## src/rtl/ufc_pkg.sv

```systemverilog
// Purpose: Shared constants and types for the flow-controlled UART
// Assumes: Word-aligned 32-bit Avalon-MM register map, byte offsets
// Notes:   Divisor is core clock cycles per serial bit
package ufc_pkg;
   // Register byte offsets
   localparam logic [7:0] OFF_TASKS  = 8'h00;
   localparam logic [7:0] OFF_EVENTS = 8'h04;
   localparam logic [7:0] OFF_ERRSRC = 8'h08;
   localparam logic [7:0] OFF_CONFIG = 8'h0c;
   localparam logic [7:0] OFF_BAUD   = 8'h10;
   localparam logic [7:0] OFF_RXD    = 8'h14;
   localparam logic [7:0] OFF_TXD    = 8'h18;
   localparam logic [7:0] OFF_STATUS = 8'h1c;
   // Task bit positions
   localparam int TB_START_RX = 0;
   localparam int TB_STOP_RX  = 1;
   localparam int TB_START_TX = 2;
   localparam int TB_STOP_TX  = 3;
   localparam int TB_SUSPEND  = 4;
   // Reset and minimum divisor values
   localparam logic [15:0] BAUD_RST = 16'h01b2;
   localparam logic [15:0] BAUD_MIN = 16'h0004;
   // Frame geometry
   localparam logic [3:0] DATA_BITS = 4'h8;
   // Bit times of the receive window after a stop
   localparam logic [7:0] RX_TO_BITS = 8'h37;

   typedef struct packed {
      logic       parity;
      logic       flow;
      logic [3:0] connect;  // rts, txd, cts, rxd
      logic       enable;
   } ufc_cfg_s;

   typedef struct packed {
      logic err;
      logic rxTimeout;
      logic rxReady;
      logic txDone;
   } ufc_evt_s;

   typedef struct packed {
      logic brk;
      logic parity;
      logic framing;
   } ufc_err_s;

   localparam ufc_cfg_s CFG_RST = '{parity: 1'b0, flow: 1'b0,
                                    connect: 4'hf, enable: 1'b0};
endpackage

```

## src/rtl/ufc_uart.sv

```systemverilog
// Purpose: Full-duplex UART with 6-byte receive FIFO and RTS/CTS flow control
// Assumes: Avalon-MM slave with waitrequest, word addressed, 32-bit data
// Notes:   Events are sticky, write one to clear; set beats clear
`timescale 1ns/1ns
module ufc_uart
   import ufc_pkg::*;
#(
   parameter int FIFO_DEPTH = 6,
   parameter int RTS_ROOM   = 4
) (
   input  wire logic        core_clk,
   input  wire logic        rst,
   input  wire logic [2:0]  avs_address,
   input  wire logic        avs_read,
   input  wire logic        avs_write,
   input  wire logic [31:0] avs_writedata,
   output logic [31:0]      avs_readdata,
   output logic             avs_waitrequest,
   input  wire logic        rxdIn,
   input  wire logic        ctsNIn,
   output logic             txdOut,
   output logic             txdOe,
   output logic             rtsNOut,
   output logic             rtsNOe
);
   // Refuse sizes that the 3-bit pointers and counter cannot serve
   if (FIFO_DEPTH < 2 || FIFO_DEPTH > 7 || RTS_ROOM >= FIFO_DEPTH) begin : g_bad_size
      $error("ufc_uart: unsupported FIFO_DEPTH or RTS_ROOM");
   end
   localparam logic [2:0] DEPTH   = 3'(FIFO_DEPTH);
   localparam logic [2:0] RTS_LVL = 3'(FIFO_DEPTH - RTS_ROOM);
   typedef enum logic [0:0] {TX_IDLE, TX_SHIFT} ufc_tx_e;
   typedef enum logic [2:0] {RX_IDLE, RX_START, RX_BITS, RX_BRK, RX_HIGH} ufc_rx_e;
   ufc_cfg_s    cfg_q;
   ufc_evt_s    evt_q, evtSet;
   ufc_err_s    err_q, errSet;
   logic [15:0] baud_q;
   logic        waitReq_q;
   logic [31:0] rdData_q;
   logic        rxdMeta_q, rxdSync_q, ctsMeta_q, ctsSync_q;
   // Transmit state
   ufc_tx_e     txState_q;
   logic        txOn_q, txSusp_q, txPend_q, txLine_q;
   logic [7:0]  txBuf_q;
   logic [10:0] txSh_q;
   logic [15:0] txCnt_q;
   logic [3:0]  txBit_q;
   // Receive state
   ufc_rx_e     rxState_q;
   logic        rxOn_q;
   logic [15:0] rxCnt_q;
   logic [3:0]  rxBit_q;
   logic [8:0]  rxSh_q;
   logic [23:0] toCnt_q;
   logic [7:0]  fifoMem_q [FIFO_DEPTH];
   logic [2:0]  wrPtr_q, rdPtr_q, fifoCnt_q;
   logic [7:0]  rxd_q;
   logic        rxdValid_q, rtsHold_q, rtsN_q;

   // Bus decode
   wire [7:0] addrB    = {3'h0, avs_address, 2'h0};
   wire       access   = (avs_read | avs_write) & ~waitReq_q;
   wire       wrAcc    = access & avs_write;
   wire       rdAcc    = access & avs_read;
   wire       wrTasks  = wrAcc & (addrB == OFF_TASKS);
   wire       wrEvents = wrAcc & (addrB == OFF_EVENTS);
   wire       wrErrsrc = wrAcc & (addrB == OFF_ERRSRC);
   wire       wrConfig = wrAcc & (addrB == OFF_CONFIG);
   wire       wrBaud   = wrAcc & (addrB == OFF_BAUD);
   wire       wrTxd    = wrAcc & (addrB == OFF_TXD);
   wire       rdRxd    = rdAcc & (addrB == OFF_RXD);
   wire [4:0] task_w   = wrTasks ? avs_writedata[4:0] : 5'h0;
   wire       start_receive_task  = task_w[TB_START_RX];
   wire       stop_receive_task   = task_w[TB_STOP_RX] | task_w[TB_SUSPEND];
   wire       start_transmit_task  = task_w[TB_START_TX];
   wire       stop_transmit_task   = task_w[TB_STOP_TX];
   wire       suspend  = task_w[TB_SUSPEND];

   // Pins reach the logic only while enabled and connected
   wire rxLine   = (cfg_q.enable & cfg_q.connect[0]) ? rxdSync_q : 1'b1;
   wire ctsOn    = cfg_q.enable & cfg_q.connect[1] & ~ctsSync_q;
   wire ctsOk    = ~cfg_q.flow | ctsOn;
   wire [3:0] txBits = cfg_q.parity ? 4'ha : 4'h9;   // last bit index
   wire [3:0] rxData = cfg_q.parity ? 4'h9 : DATA_BITS;
   wire txParity = ^txBuf_q;
   wire txEnd    = (txState_q == TX_SHIFT) & (txCnt_q == 16'h0) & (txBit_q == txBits);
   wire txLoad   = (txState_q == TX_IDLE) & txOn_q & ~txSusp_q & txPend_q & ctsOk & ~stop_transmit_task;
   wire rxActive = rxOn_q | (toCnt_q != 24'h0);
   wire rxAtStop = (rxState_q == RX_BITS) & (rxCnt_q == 16'h0) & (rxBit_q == rxData);
   wire [7:0] rxByte = cfg_q.parity ? rxSh_q[7:0] : rxSh_q[8:1];
   wire rxPush   = rxAtStop & rxLine;
   wire rxdLoad  = (~rxdValid_q | rdRxd) & (fifoCnt_q != 3'h0);
   wire fifoPop  = rxdLoad;
   wire [2:0] wrNext = (wrPtr_q == DEPTH - 3'h1) ? 3'h0 : wrPtr_q + 3'h1;
   wire [2:0] rdNext = (rdPtr_q == DEPTH - 3'h1) ? 3'h0 : rdPtr_q + 3'h1;
   wire fifoFull = fifoCnt_q == DEPTH;
   wire rtsOn    = ~cfg_q.flow | (rxOn_q & ~rtsHold_q);
   wire [23:0] toLoad = 24'(baud_q) * 24'(RX_TO_BITS);

   // Event and error sources
   always_comb begin
      evtSet.txDone    = txEnd;
      evtSet.rxReady   = rxdLoad;
      evtSet.rxTimeout = (toCnt_q == 24'h1);
      errSet.framing   = rxAtStop & ~rxLine;
      errSet.parity    = rxPush & cfg_q.parity & (^rxSh_q);
      errSet.brk       = (rxState_q == RX_BRK) & (rxCnt_q == 16'h0) & ~rxLine;
      evtSet.err       = |errSet;
   end

   // Input synchronisers
   always_ff @(posedge core_clk or posedge rst) begin
      if (rst) begin
         {rxdMeta_q, rxdSync_q, ctsMeta_q, ctsSync_q} <= 4'hf;
      end else begin
         {rxdMeta_q, ctsMeta_q} <= {rxdIn, ctsNIn};
         {rxdSync_q, ctsSync_q} <= {rxdMeta_q, ctsMeta_q};
      end
   end

   // Bus slave: one wait cycle, then answer
   always_ff @(posedge core_clk or posedge rst) begin
      if (rst) begin
         waitReq_q <= 1'b1;
         rdData_q  <= 32'h0;
      end else begin
         waitReq_q <= ~((avs_read | avs_write) & waitReq_q);
         if (avs_read & waitReq_q) begin
            case (addrB)
               OFF_EVENTS: rdData_q <= 32'(evt_q);
               OFF_ERRSRC: rdData_q <= 32'(err_q);
               OFF_CONFIG: rdData_q <= 32'(cfg_q);
               OFF_BAUD:   rdData_q <= 32'(baud_q);
               OFF_RXD:    rdData_q <= 32'(rxd_q);
               OFF_TXD:    rdData_q <= 32'(txBuf_q);
               OFF_STATUS: rdData_q <= {23'h0, rxdValid_q, fifoCnt_q, ~rtsN_q, ctsOn,
                                        rxOn_q, txOn_q, txState_q == TX_SHIFT};
               default:    rdData_q <= 32'h0;
            endcase
         end
      end
   end

   // Configuration and sticky flags, set wins over clear
   always_ff @(posedge core_clk or posedge rst) begin
      if (rst) begin
         cfg_q  <= CFG_RST;
         baud_q <= BAUD_RST;
         evt_q  <= '0;
         err_q  <= '0;
      end else begin
         if (wrConfig) cfg_q <= ufc_cfg_s'(avs_writedata[6:0]);
         if (wrBaud) baud_q <= (avs_writedata[15:0] < BAUD_MIN) ? BAUD_MIN
                                                               : avs_writedata[15:0];
         evt_q <= evtSet | (evt_q & ~(wrEvents ? avs_writedata[3:0] : 4'h0));
         err_q <= errSet | (err_q & ~(wrErrsrc ? avs_writedata[2:0] : 3'h0));
      end
   end

   // Transmitter
   always_ff @(posedge core_clk or posedge rst) begin
      if (rst) begin
         txState_q <= TX_IDLE;
         {txOn_q, txSusp_q, txPend_q} <= 3'h0;
         txLine_q  <= 1'b1;
         txBuf_q   <= 8'h0;
         txSh_q    <= 11'h7ff;
         txCnt_q   <= 16'h0;
         txBit_q   <= 4'h0;
      end else begin
         if (wrTxd) begin
            txBuf_q  <= avs_writedata[7:0];
            txPend_q <= 1'b1;
         end else if (txLoad) begin
            txPend_q <= 1'b0;
         end
         if (start_transmit_task) txOn_q <= 1'b1;
         else if (stop_transmit_task | (txSusp_q & txState_q == TX_IDLE)) txOn_q <= 1'b0;
         if (suspend) txSusp_q <= 1'b1;
         else if (start_transmit_task | stop_transmit_task | txState_q == TX_IDLE) txSusp_q <= 1'b0;
         if (stop_transmit_task) begin
            txState_q <= TX_IDLE;
            txLine_q  <= 1'b1;
         end else begin
            case (txState_q)
               TX_IDLE: begin
                  txLine_q <= 1'b1;
                  if (txLoad) begin
                     txState_q <= TX_SHIFT;
                     txSh_q    <= cfg_q.parity ? {1'b1, txParity, txBuf_q, 1'b0}
                                               : {2'h3, txBuf_q, 1'b0};
                     txLine_q  <= 1'b0;
                     txCnt_q   <= baud_q - 16'h1;
                     txBit_q   <= 4'h0;
                  end
               end
               TX_SHIFT: begin
                  if (txCnt_q != 16'h0) begin
                     txCnt_q <= txCnt_q - 16'h1;
                  end else if (txEnd) begin
                     txState_q <= TX_IDLE;
                     txLine_q  <= 1'b1;
                  end else begin
                     txSh_q   <= {1'b1, txSh_q[10:1]};
                     txLine_q <= txSh_q[1];
                     txBit_q  <= txBit_q + 4'h1;
                     txCnt_q  <= baud_q - 16'h1;
                  end
               end
               default: txState_q <= TX_IDLE;
            endcase
         end
      end
   end

   // Receiver run state and stop window
   always_ff @(posedge core_clk or posedge rst) begin
      if (rst) begin
         rxOn_q  <= 1'b0;
         toCnt_q <= 24'h0;
      end else begin
         if (start_receive_task) begin
            rxOn_q  <= 1'b1;
            toCnt_q <= 24'h0;
         end else if (stop_receive_task & rxOn_q) begin
            rxOn_q  <= 1'b0;
            toCnt_q <= toLoad;
         end else if (toCnt_q != 24'h0) begin
            toCnt_q <= toCnt_q - 24'h1;
         end
      end
   end

   // Receive shifter, samples mid-bit
   always_ff @(posedge core_clk or posedge rst) begin
      if (rst) begin
         rxState_q <= RX_IDLE;
         rxCnt_q   <= 16'h0;
         rxBit_q   <= 4'h0;
         rxSh_q    <= 9'h0;
      end else begin
         if (rxCnt_q != 16'h0 && rxState_q != RX_IDLE && rxState_q != RX_HIGH) begin
            rxCnt_q <= rxCnt_q - 16'h1;
         end else begin
            case (rxState_q)
               RX_IDLE: if (rxActive & ~rxLine) begin
                  rxState_q <= RX_START;
                  rxCnt_q   <= {1'b0, baud_q[15:1]};
               end
               RX_START: begin
                  rxState_q <= rxLine ? RX_IDLE : RX_BITS;
                  rxCnt_q   <= baud_q - 16'h1;
                  rxBit_q   <= 4'h0;
               end
               RX_BITS: begin
                  rxCnt_q <= baud_q - 16'h1;
                  if (rxBit_q != rxData) begin
                     rxSh_q  <= {rxLine, rxSh_q[8:1]};
                     rxBit_q <= rxBit_q + 4'h1;
                  end else begin
                     rxState_q <= rxLine ? RX_IDLE : RX_BRK;
                  end
               end
               RX_BRK:  rxState_q <= rxLine ? RX_IDLE : RX_HIGH;
               RX_HIGH: if (rxLine) rxState_q <= RX_IDLE;
               default: rxState_q <= RX_IDLE;
            endcase
         end
      end
   end

   // Receive FIFO storage
   always_ff @(posedge core_clk) begin
      if (rxPush) fifoMem_q[wrPtr_q] <= rxByte;
   end

   // FIFO pointers, holding register and RTS
   always_ff @(posedge core_clk or posedge rst) begin
      if (rst) begin
         {wrPtr_q, rdPtr_q, fifoCnt_q} <= 9'h0;
         rxd_q      <= 8'h0;
         rxdValid_q <= 1'b0;
         rtsHold_q  <= 1'b0;
         rtsN_q     <= 1'b1;
      end else begin
         if (rxPush) wrPtr_q <= wrNext;
         if (fifoPop | (rxPush & fifoFull)) rdPtr_q <= rdNext;
         if (rxPush & ~fifoPop & ~fifoFull) fifoCnt_q <= fifoCnt_q + 3'h1;
         else if (fifoPop & ~rxPush) fifoCnt_q <= fifoCnt_q - 3'h1;
         if (rxdLoad) begin
            rxd_q      <= fifoMem_q[rdPtr_q];
            rxdValid_q <= 1'b1;
         end else if (rdRxd) begin
            rxdValid_q <= 1'b0;
         end
         if (fifoCnt_q >= RTS_LVL) rtsHold_q <= 1'b1;
         else if (fifoCnt_q == 3'h0 & ~rxdValid_q) rtsHold_q <= 1'b0;
         rtsN_q <= ~rtsOn;
      end
   end

   assign avs_readdata    = rdData_q;
   assign avs_waitrequest = waitReq_q;
   assign txdOut          = txLine_q;
   assign rtsNOut         = rtsN_q;

   // Pin drivers registered from the pin selection
   logic txdOe_q, rtsNOe_q;
   always_ff @(posedge core_clk or posedge rst) begin
      if (rst) {txdOe_q, rtsNOe_q} <= 2'h0;
      else {rtsNOe_q, txdOe_q} <= {2{cfg_q.enable}} & cfg_q.connect[3:2];
   end
   assign txdOe  = txdOe_q;
   assign rtsNOe = rtsNOe_q;

   // Checks
   a_rts_flow_off: assert property (@(posedge core_clk) disable iff (rst)
      !rst && !cfg_q.flow |=> !rtsN_q) else $error("RTS dropped without flow control");
   a_rts_fifo_room: assert property (@(posedge core_clk) disable iff (rst)
      cfg_q.flow && fifoCnt_q >= RTS_LVL |=> ##1 rtsN_q)
      else $error("RTS still asserted with FIFO nearly full");
   a_tx_start_low: assert property (@(posedge core_clk) disable iff (rst)
      $rose(txState_q == TX_SHIFT) |-> !txLine_q) else $error("No start bit");
   a_tx_needs_on: assert property (@(posedge core_clk) disable iff (rst)
      txState_q == TX_IDLE && !txOn_q |=> txState_q == TX_IDLE)
      else $error("Transmit began without start task");
   a_tx_stop_now: assert property (@(posedge core_clk) disable iff (rst)
      stop_transmit_task |=> txState_q == TX_IDLE && txLine_q) else $error("Stop did not halt");
   a_tx_stop_bit: assert property (@(posedge core_clk) disable iff (rst)
      txState_q == TX_SHIFT && txBit_q == txBits |-> txLine_q)
      else $error("Stop bit not high");
   a_tx_done_evt: assert property (@(posedge core_clk) disable iff (rst)
      txEnd |=> evt_q.txDone && txState_q == TX_IDLE) else $error("No done event");
   a_rx_needs_on: assert property (@(posedge core_clk) disable iff (rst)
      rxState_q == RX_IDLE && !rxActive |=> rxState_q == RX_IDLE)
      else $error("Receive began while stopped");
   a_fifo_bound: assert property (@(posedge core_clk) disable iff (rst)
      rxPush && fifoFull && !fifoPop |=> fifoCnt_q == DEPTH)
      else $error("FIFO count wrong on overwrite");
   a_rxd_ready: assert property (@(posedge core_clk) disable iff (rst)
      rxdLoad |=> evt_q.rxReady && rxdValid_q) else $error("No ready event on load");
endmodule // ufc_uart

```

## config.mk

```make
export PLATFORM = sky130hd
export DESIGN_NAME = ufc_uart
export DESIGN_NICKNAME = d
export VERILOG_FILES = /design/src/rtl/ufc_pkg.sv /design/src/rtl/ufc_uart.sv
export SDC_FILE = /design/constraint.sdc
export NUM_CORES = 1
export LEC_CHECK = 0
export BUFFER_PORTS_ARGS = -buffer_cell sky130_fd_sc_hd__buf_2
export CORE_MARGIN = 4
export CORE_UTILIZATION = 38
export DETAILED_ROUTE_END_ITERATION = 10
export PLACE_DENSITY = 0.5
export SLEW_MARGIN = 20
export SYNTH_ARGS = -nofsm -noshare
export SYNTH_HDL_FRONTEND = slang
export SYNTH_SLANG_ARGS = --single-unit
```

## constraint.sdc

```tcl
create_clock -name core_clk -period 7.61 [get_ports core_clk]
set_clock_uncertainty 0.05 [all_clocks]
set_input_delay 1.522 -clock core_clk [delete_from_list [all_inputs] [get_ports core_clk]]
set_output_delay 1.522 -clock core_clk [all_outputs]
set_load 0.005 [all_outputs]
```

# Word level (Yosys, flattened, before mapping)
# Memory sizes are Yosys's and may differ from the RTL's. A register that Yosys moved wholly into a read port is not among the register bits.
# Index checks and enable logic that the tools add are counted.
[totals]
ramBits = 48
inputBits = 41
register_bits = 182
wordCells = 254
mem_count = 1
out_inout_bits = 37
[mem_list]
columns = ["name", "depth", "word_bits", "read_ports", "rd_clocked_by_memory_dff", "wr", "line_no", "text"]
rows = [
  ["fifoMem_q", 6, 8, 1, 1, 1, "ufc_uart.sv:55", "logic [7:0] fifoMem_q [FIFO_DEPTH];"],
]
[classes]
order_cmp = 2
addsub = 10
n_reduce_logical = 32
bitwise_logic = 73
multipliers = 1
n_mux = 65
n_eq_ne = 29
[ops]
columns = ["op", "count"]
rows = [
  ["$pmux W16 S7", 1],
  ["$mux W16", 6],
  ["$mux W24", 3],
  ["$pmux W16 S2", 2],
  ["$sub A16 B1 Y16 const B", 3],
  ["$and A1 B1 Y1", 40],
  ["$mux W11", 3],
  ["$logic_not A16 Y1", 2],
  ["$reduce_bool A16 Y1", 2],
  ["$mux W3", 9],
  ["$eq A24 B1 Y1 const B", 1],
  ["$eq A3 B3 Y1 const B", 8],
  ["$mux W1", 24],
  ["$reduce_bool A24 Y1", 1],
  ["$sub A24 B1 Y24 const B", 1],
  ["$mul A16 B6 Y22 const B", 1],
  ["$pmux W11 S2", 1],
  ["$mux W4", 5],
  ["$lt A16 B3 Y1 const B", 1],
  ["$not A1 Y1", 16],
  ["$pmux W4 S2", 2],
  ["$reduce_bool A2 Y1", 8],
  ["$pmux W3 S5", 1],
  ["$eq A3 B2 Y1 const B", 4],
  ["other kinds (35)", 67],
]

# Longest topological paths before layout
# Gate-level depths: netlist (run 1).
[depth]
depth_word = 10
ltp_mapped = 14
ltp_nobuf = 14

# Worst setup path after synthesis (run 1)
# Ideal clock, no wire load.
[synth_timing]
path_type = "flip-flop to flip-flop"
start = "register baud_q[8]"
end = "register toCnt_q[21]"
t_required_ns = 7.434
path_stages_with_launch = 13
synth_period_minus_slack_ns = 3.785
path_slack_ns = 3.825
path_buffers = 0
setup_ns = 0.126
arrival_ns = 3.609
cell_sequence = "dfstp_2 fa_1 fa_1 inv_1 fa_1 inv_1 ha_1 a21o_1 or2_2 o21a_1 o21ai_0 o311ai_0 o311a_1"
[synth_between]
elab_chain_len = 3
[synth_rtl]
columns = ["item", "line_no", "text"]
rows = [
  ["start: declaration", "ufc_uart.sv:37", "logic [15:0] baud_q;"],
  ["start signal: assignment", "ufc_uart.sv:153", "if (wrBaud) baud_q <= (avs_writedata[15:0] < BAUD_MIN) ? BAUD_MIN"],
  ["$mul A16 B6 Y22", "ufc_uart.sv:98", "wire [23:0] toLoad = 24'(baud_q) * 24'(RX_TO_BITS);"],
  ["$mux W24", "ufc_uart.sv:225", "end else if (stop_receive_task & rxOn_q) begin"],
  ["$mux W24", "ufc_uart.sv:222", "if (start_receive_task) begin"],
  ["end signal: assignment", "ufc_uart.sv:227", "toCnt_q <= toLoad;"],
  ["end signal: assignment", "ufc_uart.sv:229", "toCnt_q <= toCnt_q - 24'h1;"],
  ["end: declaration", "ufc_uart.sv:54", "logic [23:0] toCnt_q;"],
]
# No other way between the ends.
# A chain may end at the register's enable or synchronous reset.

# Worst setup path after layout (run 1)
[layout_timing]
start = "register baud_q[4]"
end = "register toCnt_q[16]"
# The elaborated chain is that of the path after synthesis.

==> results of run 1 <==
## how the worst max path moves through the flow
stage | start | end | depth (start not counted)
global placement | baud_q[4]$_DFFE_PP1P_ | toCnt_q[16]$_DFFE_PP0P_ | 13
detailed placement | baud_q[4]$_DFFE_PP1P_ | toCnt_q[16]$_DFFE_PP0P_ | 13
finish | baud_q[4]$_DFFE_PP1P_ | toCnt_q[16]$_DFFE_PP0P_ | 13
CTS | baud_q[4]$_DFFE_PP1P_ | toCnt_q[16]$_DFFE_PP0P_ | 13
floorplan | rst | avs_readdata[0]$_DFFE_PP0P_ | 1
global route | baud_q[4]$_DFFE_PP1P_ | toCnt_q[16]$_DFFE_PP0P_ | 13
## registers in the layout (all words and copies together) (netlist names), 3 cells and up
register      flops
wrPtr_q           3
rxd_q             8
rdPtr_q           3
txCnt_q          16
txBuf_q           8
err_q             3
baud_q           16
cfg_q             7
evt_q             4
rxCnt_q          16
rxBit_q           4
fifoMem_q        48
txSh_q            9
avs_readdata     16
rxState_q         3
rxSh_q            9
txBit_q           4
fifoCnt_q         3
toCnt_q          24
## kinds of logic (layout without fill, tap and decap cells)
family / after synthesis / after routing
simple gates: 436 / 436
compound gates: 331 / 331
flops: 220 / 220
buf+inv: 186 / 219
fa+ha+maj: 108 / 108
mux: 69 / 69
xor+xnor: 65 / 65
other cells: 1 / 16
## worst register-to-register path, stage by stage, from the launching register on
cell,delay (ps)
dfstp_2,690
inv_1,210
ha_1,360
fa_1,550
inv_1,60
fa_1,530
inv_1,50
ha_1,360
a21oi_1,230
o211ai_1,190
a41oi_1,350
o21ai_0,240
xnor2_1,210
a211oi_1,240
## placed cells by master (no fill, tap or decap), types with 13 or more instances in the layout
master and count:
fa_1 40, mux2_2 20, nor2_1 101, buf_2 45
nor3_1 27, o21ai_1 65, ha_1 68, conb_1 16
inv_1 109, a21o_1 13, buf_4 13, clkbuf_16 27
o21ai_0 62, dfstp_2 25, nand3_1 38, a21oi_1 70
xnor2_1 49, nor4_1 18, mux4_2 15, mux2i_1 26
a211oi_1 22, xor2_1 16, nand2_1 153, edfxtp_1 48
nand2b_1 16, dfrtp_1 146
## final cells by class
| cell class | count | area, µm² |
|---|---|---|
| inverter | 111 | 422 |
| multi-input combinational | 1025 | 7390 |
| clock buffer | 35 | 716 |
| tap | 461 | 577 |
| timing repair buffer | 58 | 323 |
| sequential | 220 | 5780 |
| clock inverter | 15 | 218 |
| fill | 3518 | 20300 |
## routing by layer
layer,vias to the layer above,share of wire (%)
li1,5049,-
met1,5075,47
met2,195,46
met3,52,4.5
met4,2,2.6
met5,-,0.036
## per-stage QoR
step           cells  worst slack (ps)  utilization [%]  hold WS, ps
2_1_floorplan   1431              1420                -          295
3_3_place_gp    1875              3240             40.5          297
3_5_place_dp    1875              3220             40.5          298
4_1_cts         1925              3210             43.1          307
5_1_grt         1925              2900             43.1          317
6_report        1925              3210             43.1          306
## report_power, final
part           leakage, nW  internal [W]  switching, W
clock                0.459      0.000836      0.000519
sequential            2.48       0.00152      0.000415
combinational         3.68       0.00200       0.00282
==> impl_metrics.toml, run 1 <==
[status]
status = "completed"

[timing]
period_share_pct = 57.8
rsz0062_at_grt = "false"
hold_violations = 0
drv_slew = 0
worstMarginPinSlew_ps = 1050
finalCriticalPeriod_ps = 4400
fmax_mhz = 227
setup_viol = 0
fin_setup_tns_ps = 0
slew_headroom_pct = 29.6

[global_routing]
grt_util_met2_pct = 29.6
overflow = 0
grt_max_degree = 92
grt_pass1_vias = 10200
gr-usage-all-layers_pct = 18.7
grt_use_met1_pct = 26.8
busiest_layer = "met2"
met3_usage_pct = 2.96
grt_antenna_before_repair = 1
grt_pass1_wl_um = 58400

[synthesis]
syn_area_per_cell_um2 = 9.78
synth_xor_area_share_pct = 4.11
synth_top_family_by_area = "simple AND/OR/NAND/NOR gates"
netlist_top_cells_area = "dfrtp_1 27%, edfxtp_1 10%, ha_1 6.1%, fa_1 5.8%, dfstp_2 4.7%"
ys_async_sr_fraction_pct = 78.2
synth_cells = 1416
synth_top_area_share_pct = 26.6
syn_area_um2 = 13800
ys_seq_elements = 220
ys_seq_area_share_pct = 41.7
synthFlopType = "dfrtp_1"
synth_compound_area_share_pct = 14.8
ys_warn_count = 0
post-synth-top-area-cell = "dfrtp_1"
ys_types = 79
synth_edf_count = 48
synthMuxAreaShare_pct = 6.65
yosysMostFrequentCell = "nand2_1"
synth_commonest_cells = "153 x nand2_1, 147 x dfrtp_1, 110 x inv_1"
synth_simple_gate_area_share_pct = 15.3
synthAdderAreaFrac_pct = 11.9

[clocking]
cts_buffer_depth = 3
clock-sinks = 220
tritoncts = "built"
postCtsSetupBuffers = 0
cts_resized = 0
cts_root_buf = "clkbuf_16"
h-tree-depth = 1
postCtsHoldBufs = 0
clk_pin_slew_ps = 60
clkLatencyLatePin_ps = 560
cts_buffers = 27

[pwr]
p_per_area_nw_per_um2 = 526
power_leakage_nw = 6.62
power_w = 0.00811
ir_drop_uv = 487

[placement]
dpl_cell_area_um2 = 14500
gp_congestion = 0.825
hpwlAfterDp_um = 26900
port_buffers = 45

[setup_path]
slowest_delay_ps = 690
cp.arrival_ps = 4820
reg2reg_depth = 13
rrSetupSlack_ps = 3210
rr_startpoint = "baud_q[4]$_DFFE_PP1P_"
crit_buf_inv = 3
crit_family = "adder cells"
cpMaxStageDelayCell = "dfstp_2"
crit_required_ps = 8030
crit_chain = "inv_1 -> ha_1 -> fa_1 -> inv_1 -> fa_1 -> inv_1 -> ha_1 -> a21oi_1 -> o211ai_1 -> a41oi_1 -> o21ai_0 -> xnor2_1 -> a211oi_1"
crit_top_cell = "inv_1"
crit_fanout = 7
critPathKind = "flop to flop"
startpoint_type = "flop"
worstReg2RegEnd = "toCnt_q[16]$_DFFE_PP0P_"
critPathCaptureType = "flop"

[routing]
wl_um = 36600
ant_nets = 0
vias = 10400
drt_iter0_markers = 683
via_per_inst = 5.39
drc_errors = 0
avgRoutedWirePerCell_um = 19.0
first_pass_iters = 5

[hold_path]
min_to = "rxdSync_q$_DFF_PP1_"
hold_class = "flop to flop"
hp-start = "rxdMeta_q$_DFF_PP1_"
whs_path_depth = 0

[finish]
antennaDiodeCount = 0
nets = 1592
syn_to_final_growth_pct = 11.4
layout-drive-gt1-share_pct = 12.6
final_area_um2 = 15400

[job]
maxCapViolCount = 0

[die]
fp.dieW_um = 199
die_h_um = 199
fp.dieArea_um2 = 39600
io_pins = 78
core.rowCount = 69
initial_core_util_pct = 38.7
core-area_um2 = 35700
(Power assumes the default switching activity.)
==> inputs of run 2 (changes only) <==
Settings changed: PLACE_DENSITY 0.5 to 0.52.
Clock period 7.61 ns to 3.8 ns, I/O delays scaled along.
==> impl_metrics.toml, run 2 (synthesized netlist as in run 1, its figures left out) <==
[status]
status = "completed"

[routing]
vias = 11000
drc_errors = 0
wl_um = 37400
drt_iter0_markers = 711
ant_nets = 0
avgRoutedWirePerCell_um = 18.3
first_pass_iters = 5
via_per_inst = 5.39

[timing]
finalCriticalPeriod_ps = 3780
period_share_pct = 99.4
holdWs_ps = 184
slew_headroom_pct = 32.9
hold_violations = 0
rsz0062_at_grt = "true"
fmax_mhz = 265
drv_slew = 0
worstMarginPinSlew_ps = 998
setup_viol = 0

[clocking]
clk_pin_slew_ps = 60
tritoncts = "built"
clock-sinks = 220
cts_buffers = 27
postCtsHoldBufs = 0
clkLatencyLatePin_ps = 550
cts_buffer_depth = 3
cts_root_buf = "clkbuf_16"
h-tree-depth = 1

[setup_path]
slowest_delay_ps = 600
rrSetupSlack_ps = 20
crit_required_ps = 4190
cp.arrival_ps = 4170
reg2reg_depth = 13
cpMaxStageDelayCell = "dfstp_2"
crit_chain = "fa_1 -> fa_1 -> inv_2 -> fa_1 -> inv_2 -> ha_4 -> o211ai_1 -> o211ai_1 -> buf_4 -> nand2_1 -> a221oi_2 -> xnor2_1 -> o32ai_1"
crit_top_cell = "fa_1"
rr_startpoint = "baud_q[7]$_DFFE_PP1P_"
startpoint_type = "flop"
critPathCaptureType = "flop"
worstReg2RegEnd = "toCnt_q[14]$_DFFE_PP0P_"
crit_fanout = 5
critPathKind = "flop to flop"

[job]
maxCapViolCount = 0

[finish]
layout_commonest_cell = "nand2_1"
largest_register_ffs = 48
layout_common_cells = "153 x nand2_1, 140 x dfrtp_1, 123 x buf_4"
syn_to_final_growth_pct = 20.2
layout-drive-gt1-share_pct = 22.3
regMostFlops = "fifoMem_q"
largestRegisters = "fifoMem_q x48, toCnt_q x24"
nets = 1713

[global_routing]
grt_pass1_wl_um = 59000
overflow = 0
grt_pass1_vias = 10600
gr-usage-all-layers_pct = 18.7
grt_max_degree = 76
grt_antenna_before_repair = 3

[placement]
hpwlAfterDp_um = 28200
gp_congestion = 0.874
port_buffers = 45

[die]
fp.dieW_um = 199
io_pins = 78
initial_core_util_pct = 38.7
fp.dieArea_um2 = 39600
core.rowCount = 69
core-area_um2 = 35700
die_h_um = 199

[hold_path]
hold_class = "input port to async pin"
[run 2: cell count changes in the layout (fill, tap and decap cells not counted), moves of 5 or more]
cell	previous run	this run
buf_4	13	123
inv_2	1	6
inv_1	109	102
dfrtp_2	1	7
a21oi_2	1	6
a211oi_2	0	5
a211oi_1	22	17
ha_1	68	58
ha_4	0	9
dfrtp_1	146	140
buf_6	0	8
a21oi_1	70	62
[run 2: layout make-up]
type / count / area (µm²)
tap: 461 / 577
inverter: 111 / 428
timing repair buffer: 179 / 1300
clock buffer: 34 / 732
clock inverter: 15 / 155
fill: 3390 / 19100
multi-input combinational: 1025 / 7670
sequential: 220 / 5790
antenna: 1 / 2.50
[run 2: repair_timing]
action / in CTS / in global routing
resized for setup: 27 / 43
pin swaps: 21 / 37
endpoints found under the setup margin: 12 / 12
buffers inserted: 2 / 9
[run 2: how the worst max path moves through the flow]
stage | startpoint | to | depth (start not counted)
5_1_grt | baud_q[7]$_DFFE_PP1P_ | toCnt_q[20]$_DFFE_PP0P_ | 14
3_3_place_gp | baud_q[7]$_DFFE_PP1P_ | toCnt_q[15]$_DFFE_PP0P_ | 12
3_5_place_dp | baud_q[7]$_DFFE_PP1P_ | toCnt_q[15]$_DFFE_PP0P_ | 12
4_1_cts | baud_q[12]$_DFFE_PP0P_ | toCnt_q[20]$_DFFE_PP0P_ | 14
6_report | baud_q[7]$_DFFE_PP1P_ | toCnt_q[14]$_DFFE_PP0P_ | 13
2_1_floorplan | baud_q[8]$_DFFE_PP1P_ | toCnt_q[21]$_DFFE_PP0P_ | 12
[run 2: worst max-delay path, delay by kind of cell, from the launching register on]
family | cells | cell delay, ps
and+or+nand+nor | 1 | 90
AOI/OAI and AO/OA | 4 | 780
xor gates and xnor gates | 1 | 130
buffers and inverters | 3 | 250
adders and majority gates | 4 | 1780
DFF | 1 | 600
[run 2: routing by layer]
metal | up-vias | GRT usage [%] | wire [µm]
li1 | 5288 | - | -
met1 | 5421 | 26.6 | 17000
met2 | 247 | 29.9 | 17300
met3 | 76 | 2.61 | 1750
met4 | 4 | 5.37 | 1210
met5 | - | 0 | 21
[run 2: metrics by stage]
step | TNS (ps) | instance area, µm² | setup WS (ps) | utilization [%] | std cells
final | 0 | 16600 | 22.8 | 46.6 | 2046
after global placement | -1240 | 15300 | -180 | 42.9 | 1985
after detailed placement | -1360 | 15300 | -215 | 42.9 | 1985
after CTS | 0 | 16400 | 5.29 | 45.8 | 2036
after floorplan | 0 | 13900 | 15.0 | - | 1431
after global routing | -944 | 16600 | -170 | 46.6 | 2045
Power of run 2 is not shown: default switching activity piles up to over one toggle a cycle in this logic, so the estimate is an artifact.
